[src/tco_pkg.sv]
// Package with register map, field layout and types of the channel one compare block.
package tco_pkg;
	localparam logic [7:0] TCO_ADDR_SWEVT = 8'h00;
	localparam logic [7:0] TCO_ADDR_MODE  = 8'h04;
	localparam logic [7:0] TCO_ADDR_POL   = 8'h08;
	localparam logic [7:0] TCO_ADDR_CMP   = 8'h0C;
	localparam logic [7:0] TCO_ADDR_BUF   = 8'h10;
	localparam logic [7:0] TCO_ADDR_STAT  = 8'h14;
	localparam int TCO_BIT_BRK  = 7;
	localparam int TCO_BIT_HALL = 5;
	localparam int TCO_BIT_CH1  = 1;
	localparam int TCO_BIT_OVF  = 0;
	localparam int TCO_OBS_LSB    = 4;
	localparam int TCO_BIT_SHADOW = 3;
	localparam int TCO_BIT_FAST   = 2;
	localparam int TCO_BIT_EN   = 0;
	localparam int TCO_BIT_POL  = 1;
	localparam int TCO_BIT_CEN  = 2;
	localparam int TCO_BIT_CPOL = 3;
	localparam int TCO_BIT_BUFCTL = 0;
	localparam int TCO_NFLAG = 4;
	localparam int TCO_STAT_POS [TCO_NFLAG] = '{0, 1, 5, 7};
	localparam logic [2:0] TCO_OBS_OFF  = 3'h0;
	localparam logic [2:0] TCO_OBS_SET  = 3'h1;
	localparam logic [2:0] TCO_OBS_CLR  = 3'h2;
	localparam logic [2:0] TCO_OBS_TOG  = 3'h3;
	localparam logic [2:0] TCO_OBS_LOW  = 3'h4;
	localparam logic [2:0] TCO_OBS_HIGH = 3'h5;
	localparam logic [2:0] TCO_OBS_PWMA = 3'h6;
	localparam logic [2:0] TCO_OBS_PWMB = 3'h7;
	localparam logic [1:0] TCO_DIR_OUTPUT = 2'h0;
	localparam logic [7:0] TCO_MODE_RST = 8'h00;
	localparam logic [3:0] TCO_POL_RST  = 4'h0;
	localparam logic [15:0] TCO_CMP_RST = 16'h0000;
	typedef struct packed {
		logic       en;
		logic       comp_en;
		logic [2:0] obs;
	} tco_ctl_t;
	localparam tco_ctl_t TCO_CTL_RST = '{en: 1'b0, comp_en: 1'b0, obs: 3'h0};
	typedef enum logic [1:0] {
		TCO_ST_SETUP  = 2'b01,
		TCO_ST_ANSWER = 2'b10
	} tco_apb_st_t;
endpackage

[src/tco_channel.sv]
// Channel one software events, output compare and APB register file.
`timescale 1ns/100ps
module tco_channel (
	input  wire logic        i_clk_sys,
	input  wire logic        i_resetn,
	input  wire logic        i_psel,
	input  wire logic        i_penable,
	input  wire logic        i_pwrite,
	input  wire logic [7:0]  i_paddr,
	input  wire logic [31:0] i_pwdata,
	output logic      [31:0] o_prdata,
	output logic             o_pready,
	output logic             o_pslverr,
	input  wire logic [15:0] i_counter_value,
	input  wire logic        i_count_direction,
	input  wire logic        i_overflow_event,
	input  wire logic        i_trigger_event,
	output logic             o_channel_one_output,
	output logic             o_channel_one_comp_output,
	output logic             o_raw_compare_signal,
	output logic             o_break_event,
	output logic             o_hall_event,
	output logic             o_overflow_event,
	output logic             o_channel_one_event
);
	tco_pkg::tco_apb_st_t st_reg;
	tco_pkg::tco_apb_st_t st_next;
	tco_pkg::tco_ctl_t    ctl_reg;
	tco_pkg::tco_ctl_t    ctl_pre;
	tco_pkg::tco_ctl_t    ctl_next;
	logic [7:0]  mode_reg;
	logic [3:0]  pol_reg;
	logic        bufctl_reg;
	logic [15:0] cmp_buf_reg;
	logic [15:0] cmp_act_reg;
	logic [15:0] cmp_act_next;
	logic [tco_pkg::TCO_NFLAG-1:0] flag_reg;
	logic [tco_pkg::TCO_NFLAG-1:0] flag_next;
	logic        raw_reg;
	logic        raw_next;
	logic        out_reg;
	logic        cout_reg;
	logic [31:0] prdata_reg;
	logic        pslverr_reg;
	logic [31:0] rdata;
	logic [31:0] stat_word;

	wire take      = i_psel & i_penable & (st_reg == tco_pkg::TCO_ST_SETUP);
	wire done      = i_psel & i_penable & (st_reg == tco_pkg::TCO_ST_ANSWER);
	wire wr        = done & i_pwrite;
	wire sel_swevt = i_paddr == tco_pkg::TCO_ADDR_SWEVT;
	wire sel_mode  = i_paddr == tco_pkg::TCO_ADDR_MODE;
	wire sel_pol   = i_paddr == tco_pkg::TCO_ADDR_POL;
	wire sel_cmp   = i_paddr == tco_pkg::TCO_ADDR_CMP;
	wire sel_buf   = i_paddr == tco_pkg::TCO_ADDR_BUF;
	wire sel_stat  = i_paddr == tco_pkg::TCO_ADDR_STAT;
	wire mapped    = sel_swevt | sel_mode | sel_pol | sel_cmp | sel_buf | sel_stat;

	// Trigger bits are never stored, so each write yields a single cycle strobe.
	wire sw_break_trigger       = wr & sel_swevt & i_pwdata[tco_pkg::TCO_BIT_BRK];
	wire sw_commutation_trigger = wr & sel_swevt & i_pwdata[tco_pkg::TCO_BIT_HALL];
	wire sw_channel_one_trigger = wr & sel_swevt & i_pwdata[tco_pkg::TCO_BIT_CH1];
	wire sw_overflow_trigger    = wr & sel_swevt & i_pwdata[tco_pkg::TCO_BIT_OVF];

	wire [2:0] output_behaviour_select = mode_reg[tco_pkg::TCO_OBS_LSB +: 3];
	wire       compare_shadow_enable   = mode_reg[tco_pkg::TCO_BIT_SHADOW];
	wire       fast_output_enable      = mode_reg[tco_pkg::TCO_BIT_FAST];
	wire [1:0] channel_direction_select = mode_reg[1:0];
	wire       out_mode = channel_direction_select == tco_pkg::TCO_DIR_OUTPUT;
	wire       pol      = pol_reg[tco_pkg::TCO_BIT_POL];
	wire       cpol     = pol_reg[tco_pkg::TCO_BIT_CPOL];

	wire hall_evt  = sw_commutation_trigger;
	wire ovf_evt   = i_overflow_event | sw_overflow_trigger;
	wire match     = out_mode & (i_counter_value == cmp_act_reg);
	wire ch1_evt   = sw_channel_one_trigger | match;
	wire cmp_write = wr & sel_cmp;
	wire stat_wr   = wr & sel_stat;
	wire is_pwm    = (ctl_reg.obs == tco_pkg::TCO_OBS_PWMA) | (ctl_reg.obs == tco_pkg::TCO_OBS_PWMB);
	wire fast_hit  = is_pwm & fast_output_enable & i_trigger_event;
	wire cmp_above = cmp_act_reg > i_counter_value;
	wire cmp_below = cmp_act_reg < i_counter_value;
	wire pwm_a     = i_count_direction ? ~cmp_below : cmp_above;
	localparam int TCO_NFLAG_W = tco_pkg::TCO_NFLAG;
	wire [TCO_NFLAG_W-1:0] flag_set = {sw_break_trigger, hall_evt, ch1_evt, ovf_evt};

	assign ctl_pre.en      = pol_reg[tco_pkg::TCO_BIT_EN];
	assign ctl_pre.comp_en = pol_reg[tco_pkg::TCO_BIT_CEN];
	assign ctl_pre.obs     = output_behaviour_select;
	// Buffered controls wait for a commutation event; unbuffered ones pass at once.
	assign ctl_next = (!bufctl_reg || hall_evt) ? ctl_pre : ctl_reg;

	always_comb begin
		cmp_act_next = cmp_act_reg;
		if (cmp_write && !compare_shadow_enable) begin
			cmp_act_next = i_pwdata[15:0];
		end else if (ovf_evt && compare_shadow_enable) begin
			cmp_act_next = cmp_buf_reg;
		end
	end

	// Raw level only moves while the channel is an output.
	always_comb begin
		raw_next = raw_reg;
		if (out_mode) begin
			case (ctl_reg.obs)
				tco_pkg::TCO_OBS_OFF:  raw_next = raw_reg;
				tco_pkg::TCO_OBS_SET:  raw_next = match ? 1'b1 : raw_reg;
				tco_pkg::TCO_OBS_CLR:  raw_next = match ? 1'b0 : raw_reg;
				tco_pkg::TCO_OBS_TOG:  raw_next = match ? ~raw_reg : raw_reg;
				tco_pkg::TCO_OBS_LOW:  raw_next = 1'b0;
				tco_pkg::TCO_OBS_HIGH: raw_next = 1'b1;
				tco_pkg::TCO_OBS_PWMA: raw_next = fast_hit ? 1'b1 : pwm_a;
				tco_pkg::TCO_OBS_PWMB: raw_next = fast_hit ? 1'b0 : ~pwm_a;
				default:               raw_next = raw_reg;
			endcase
		end
	end

	// Sticky flags: a hardware set wins over a clear written in the same cycle.
	genvar gi;
	generate
		for (gi = 0; gi < TCO_NFLAG_W; gi = gi + 1) begin : g_flag
			wire clr = stat_wr & ~i_pwdata[tco_pkg::TCO_STAT_POS[gi]];
			assign flag_next[gi] = flag_set[gi] | (flag_reg[gi] & ~clr);
			assign stat_word[tco_pkg::TCO_STAT_POS[gi]] = flag_reg[gi];
		end
	endgenerate
	assign stat_word[31:8] = 24'h000000;
	assign stat_word[6]    = 1'b0;
	assign stat_word[4:2]  = 3'h0;

	assign rdata = sel_mode ? {24'h000000, 1'b0, mode_reg[6:0]} :
		sel_pol ? {28'h0000000, pol_reg} :
		sel_cmp ? {16'h0000, cmp_act_reg} :
		sel_buf ? {31'h00000000, bufctl_reg} :
		sel_stat ? stat_word : 32'h00000000;

	assign st_next = take ? tco_pkg::TCO_ST_ANSWER : tco_pkg::TCO_ST_SETUP;

	always_ff @(posedge i_clk_sys) begin
		if (!i_resetn) begin
			st_reg      <= tco_pkg::TCO_ST_SETUP;
			prdata_reg  <= 32'h00000000;
			pslverr_reg <= 1'b0;
		end else begin
			st_reg      <= st_next;
			prdata_reg  <= (take && !i_pwrite && mapped) ? rdata : 32'h00000000;
			pslverr_reg <= take & ~mapped;
		end
	end

	always_ff @(posedge i_clk_sys) begin
		if (!i_resetn) begin
			mode_reg   <= tco_pkg::TCO_MODE_RST;
			pol_reg    <= tco_pkg::TCO_POL_RST;
			bufctl_reg <= 1'b0;
		end else begin
			if (wr && sel_mode) begin
				mode_reg <= {1'b0, i_pwdata[6:0]};
			end
			if (wr && sel_pol) begin
				pol_reg <= i_pwdata[3:0];
			end
			if (wr && sel_buf) begin
				bufctl_reg <= i_pwdata[tco_pkg::TCO_BIT_BUFCTL];
			end
		end
	end

	always_ff @(posedge i_clk_sys) begin
		if (!i_resetn) begin
			cmp_buf_reg <= tco_pkg::TCO_CMP_RST;
			cmp_act_reg <= tco_pkg::TCO_CMP_RST;
			ctl_reg     <= tco_pkg::TCO_CTL_RST;
			flag_reg    <= '0;
			raw_reg     <= 1'b0;
		end else begin
			if (cmp_write) begin
				cmp_buf_reg <= i_pwdata[15:0];
			end
			cmp_act_reg <= cmp_act_next;
			ctl_reg     <= ctl_next;
			flag_reg    <= flag_next;
			raw_reg     <= raw_next;
		end
	end

	// Disconnected channel rests at its inactive level; disabled outputs stay low.
	wire obs_off    = ctl_reg.obs == tco_pkg::TCO_OBS_OFF;
	wire out_level  = obs_off ? pol : raw_reg ^ pol;
	wire cout_level = obs_off ? cpol : ~raw_reg ^ cpol;
	always_ff @(posedge i_clk_sys) begin
		if (!i_resetn) begin
			out_reg  <= 1'b0;
			cout_reg <= 1'b0;
		end else begin
			out_reg  <= ctl_reg.en & out_level;
			cout_reg <= ctl_reg.comp_en & cout_level;
		end
	end

	always_ff @(posedge i_clk_sys) begin
		if (!i_resetn) begin
			o_break_event       <= 1'b0;
			o_hall_event        <= 1'b0;
			o_overflow_event    <= 1'b0;
			o_channel_one_event <= 1'b0;
		end else begin
			o_break_event       <= sw_break_trigger;
			o_hall_event        <= hall_evt;
			o_overflow_event    <= ovf_evt;
			o_channel_one_event <= ch1_evt;
		end
	end

	assign o_prdata                  = prdata_reg;
	assign o_pready                  = st_reg[1];
	assign o_pslverr                 = pslverr_reg;
	assign o_raw_compare_signal      = raw_reg;
	assign o_channel_one_output      = out_reg;
	assign o_channel_one_comp_output = cout_reg;
endmodule

[config.mk]
export PLATFORM = sky130hd
export DESIGN_NAME = tco_channel
export DESIGN_NICKNAME = d
export VERILOG_FILES = /design/src/tco_pkg.sv /design/src/tco_channel.sv
export SDC_FILE = /design/constraint.sdc
export NUM_CORES = 1
export LEC_CHECK = 0
export BUFFER_PORTS_ARGS = -buffer_cell sky130_fd_sc_hd__buf_4
export CAP_MARGIN = 10
export CORE_MARGIN = 2
export CORE_UTILIZATION = 53
export DETAILED_ROUTE_END_ITERATION = 16
export MAX_ROUTING_LAYER = met4
export PLACE_DENSITY = 0.82
export RECOVER_POWER = 25
export SYNTH_ARGS = -nofsm -noshare
export SYNTH_HDL_FRONTEND = slang
export SYNTH_SLANG_ARGS = --single-unit
[constraint.sdc]
create_clock -name i_clk_sys -period 2.1 [get_ports i_clk_sys]
set_input_delay 0.105 -clock i_clk_sys [delete_from_list [all_inputs] [get_ports i_clk_sys]]
set_output_delay 0.105 -clock i_clk_sys [all_outputs]
set_load 0.01 [all_outputs]
== Yosys cells after proc, flatten, opt, wreduce, memory -nomap -nowiden ==
Cells that the tools add are included.
Word-level totals
  flip-flop bits (word level): 95
  latch bits: 0
  memory bits (writable): 0
  bits in read-only memories: 0
  input port bits: 64
  output and inout bits: 41
  word-level logic and storage cells: 131
  memories kept: 0
Cells by class
  $add $sub $neg: 0
  multipliers: 0
  div/mod/pow operators: 0
  magnitude comparators: 2
  equality and inequality tests: 18
  shifts and indexed selects: 0
  mux-type cells: 17
  bitwise logic cells: 54
  reductions and logical operators: 19
Operators with widths (count)
  16-bit two-way mux: 3
  1-bit bitwise AND: 25
  16-bit equality test: 1
  8-bit by 4-bit equality test with 1-bit output (second input constant): 2
  8-bit by 5-bit equality test with 1-bit output (second input constant): 2
  16-bit > comparator: 1
  16-bit < comparator: 1
  8-bit two-way mux: 2
  1-bit NOT: 15
  7-bit two-way mux: 2
  3-bit equality test (second input constant): 4
  1-bit OR: 12
  8-bit by 3-bit equality test with 1-bit output (second input constant): 1
  8-bit logical NOT: 1
  1-bit two-way mux: 8
  1-bit logical AND: 7
  1-bit one-hot mux with 7 select lines: 1
  3-bit by 2-bit equality test with 1-bit output (second input constant): 2
  2-bit inequality test (second input constant): 3
  6-bit OR reduction: 1
  5-bit AND reduction: 1
  4-bit OR reduction: 1
  3-bit by 1-bit equality test with 1-bit output (second input constant): 1
  1-bit logical NOT: 3
  9 further kinds: 10

== Depth between registers and ports, before layout ==
  depth after elaboration: 9
  mapped depth: 8
  mapped depth without buffers: 7

== Least setup slack after synthesis ==
No wires, ideal clock.
  kind: register to register
  start: register cmp_act_reg[14]
  end: register raw_reg (netlist: o_raw_compare_signal)
  setup time: 129 ps
  data arrival time: 1568 ps
  data required time: 1971 ps
  path slack: 403 ps
  cell stages (with the launch flop): 7
  path buffers: 0
  clock period less this slack: 1697 ps
  cell sequence: dfxtp_1 ha_1 nand4_1 nor4_2 a211o_1 o21a_1 nand4_1
On the way
  cells in the longest elaborated chain, start to end: 6
  elaborated cells on any way between the ends: 14
  classes of those cells: 2 x order compare; 4 x eq/ne; 4 x mux; 3 x bitwise; 1 x reduce/logical
RTL lines
  from (decl): line tco_channel.sv:35  | logic [15:0] cmp_act_reg;
  from (signal assigned): line tco_channel.sv:174  | cmp_act_reg <= tco_pkg::TCO_CMP_RST;
  from (signal assigned): line tco_channel.sv:182  | cmp_act_reg <= cmp_act_next;
  16-bit < comparator: line tco_channel.sv:82  | wire cmp_below = cmp_act_reg < i_counter_value;
  1-bit NOT: line tco_channel.sv:83  | wire pwm_a = i_count_direction ? ~cmp_below : cmp_above;
  1-bit two-way mux: line tco_channel.sv:83
  1-bit NOT: line tco_channel.sv:114  | tco_pkg::TCO_OBS_PWMB: raw_next = fast_hit ? 1'b0 : ~pwm_a;
  1-bit two-way mux: line tco_channel.sv:114
  1-bit one-hot mux with 7 select lines: line tco_channel.sv:106  | case (ctl_reg.obs)
  to (signal assigned): line tco_channel.sv:185  | raw_reg <= raw_next;
  to (decl): line tco_channel.sv:39  | logic raw_reg;
Several ways; a longest one is shown, not always the timed one.
A chain may end at the register's enable or synchronous reset.

== Worst setup path after layout ==
  start: register cmp_act_reg[7]
  end: register raw_reg (netlist: o_raw_compare_signal)
Same word-level chain as after synthesis.

==> results.ini <==
[synth]
synth.avg_cell_area_um2 = 8.83
yosys-top-cells-count = dfxtp_1, nand2_1, mux2i_1
synth_edf_count = 0
synth.top_cell.area_share = 0.407
synth.most_common_cell = dfxtp_1
synth_largest_area_cell = dfxtp_1
ys_ff_latch = 79
syn_inst = 440
synth_area_leaders = dfxtp_1, mux2i_1, nand2_1
ys.flop_type = dfxtp_1
yosysSeqAreaShare = 0.407
ys_types = 52
synth-async-reset-ratio = 0
yosysWarningCount = 0
netlist_area_um2 = 3880

[global_routing]
antenna_found_initial = 0
track_usage = 0.250
grt_max_degree = 28
grt_pass1_wl_mm = 14.9
grt_overflow = 0
grt_pass1_vias = 3111

[die]
die_w_um = 89.6
core_area_um2 = 7180
fp.dieArea_um2 = 8030
rows = 31
chipHeight_um = 89.6
io_pins = 105
start_util = 0.541

[route]
drtAntennaViolNets = 0
vias = 3412
routedWlPerCell_um = 15.3
drc = 0
drtIter0Drc = 238
finalWirelength_mm = 9.47
viasPerCell = 5.51
drtPass1Iterations = 4

[clocking]
cts_tree = built
clk_path_buf_depth = 2
cts-buffers-inserted = 9
cts_root_buf = clkbuf_8
cts.sinks = 79
clk-insertion-delay-late_ns = 0.36
post_cts_resized = 0
clk_pin_slew_worst_paths_ns = 0.09
htree_levels = 3

[sta]
slew_violations = 0
rsz0062_at_grt = no
tightestPinTransition_ns = 0.598
relSlewSlack = 0.600
setup_slack_ns = 0.0871
hold_viol = 0
setup_viol = 0
timing.setup.tns_ns = 0
fin_worst_skew_ns = 0.00854
holdWs_ns = 0.00935
min_period_over_period = 0.959
final.min_clock_period_ns = 2.01
fmaxAchievable_ghz = 0.497

[placed_design]
hpwl_mm = 6.96
routabilityCongestion = 0.933
io_buffers = 72
post-place-ws_ns = 0.206

[final_layout]
fillers = 607
n_antenna_cell = 0
nNetsFinal = 595
syn2layout_area_growth_pct = 18.6
drive_above_1_share = 0.169

[worst_setup_path]
critical_path_buf_inv_count = 0
endpoint_kind = flop
worstPathRequired_ns = 2.40
path_cells = ha_1 -> nand4_1 -> o221ai_1 -> o21ai_0 -> or2_2 -> nand4_1
max_stage_delay_ns = 0.38
path_class = reg -> reg
critPathLaunchType = flop
cpMostUsedCell = nand4_1
worstPathArrival_ns = 2.31
crit_path_max_fanout = 4
slowest_stage = o221ai_1
path_delay_family = simple AND/OR/NAND/NOR gates

[job]
max_cap_violations = 0

[power_and_ir_drop]
power_mw = 2.78
ir_drop_mv = 0.314
leakage_nw = 1.98
powerDensity_nw_per_um2 = 603

[worst_hold_path]
worstHoldPathType = in -> reg

[status]
status = finished clean

==> layer usage <==
metal	GRT usage	routed length, um	vias up
met5	-	0	-
met4	0.0950	191	0
met1	0.333	4240	1587
met3	0.0366	483	18
li1	-	-	1685
met2	0.383	4550	122
==> cells by family after synthesis <==
family / count (synthesis) / synth area share
fa+ha+maj: 16 / 0.0515
buf+inv: 58 / 0.0796
compound gates: 85 / 0.138
mux: 49 / 0.128
xor+xnor: 1 / 0.00225
simple gates: 151 / 0.193
flops: 79 / 0.407
other cells: 1 / 0.000965
==> layout make-up <==
cell class,instances,area (um2),area share
inverter,22,82.6,0.0179
clock buffer,9,124,0.0269
sequential,79,1580,0.343
timing repair buffer,85,582,0.126
tap,99,124,0.0269
multi-input combinational,318,2060,0.447
clock inverter,7,55.1,0.0120
==> final timing paths <==
check,cells after the start,startpoint,slack (ns),to
max,6,cmp_act_reg[7]$_SDFFE_PN0P_,0.09,o_raw_compare_signal$_SDFFE_PN0P_
min,3,i_pwdata[12],0.009,cmp_buf_reg[12]$_SDFFE_PN0P_
max reg2reg,6,cmp_act_reg[7]$_SDFFE_PN0P_,0.09,o_raw_compare_signal$_SDFFE_PN0P_
min reg2reg,2,ctl_reg[4]$_SDFFE_PN0P_,0.44,o_channel_one_output$_SDFF_PN0_
==> cell usage in the layout (no fill, tap or decap), types with 14 or more instances in the layout <==
cell and instances:
inv_1 21, nor2_1 25, o21ai_0 14, ha_1 16, buf_4 58, nand2_1 55
a21oi_1 30, nand3_1 16, dfxtp_1 79, conb_1 16, mux2i_1 45, clkbuf_1 23
==> metrics by stage <==
stage                     utilization  area, um2  instances
after floorplan                     -       3940        455
after global placement          0.626       4490        601
after detailed placement        0.626       4490        601
after CTS                       0.653       4680        618
after global routing            0.642       4610        619
final                           0.642       4610        619
==> worst register-to-register path, stage by stage (launching register included) <==
cell      delay (ns)
dfxtp_1         0.35
ha_1            0.34
nand4_1         0.28
o221ai_1        0.38
o21ai_0         0.20
or2_2           0.32
nand4_1         0.09
==> what timing repair did <==
action	in CTS	in global routing
hold endpoints to repair	1	1
setup buffers	0	0
endpoints found under the setup margin	0	0
hold buffers	1	1
==> power by group <==
| group | leakage [nW] | switching, mW | internal, mW | total, mW |
|---|---|---|---|---|
| sequential | 0.637 | 0.00640 | 1.50 | 1.51 |
| clock | 0.0866 | 0.595 | 0.441 | 1.04 |
| combinational | 1.25 | 0.127 | 0.106 | 0.233 |
(Power assumes the default switching activity.)
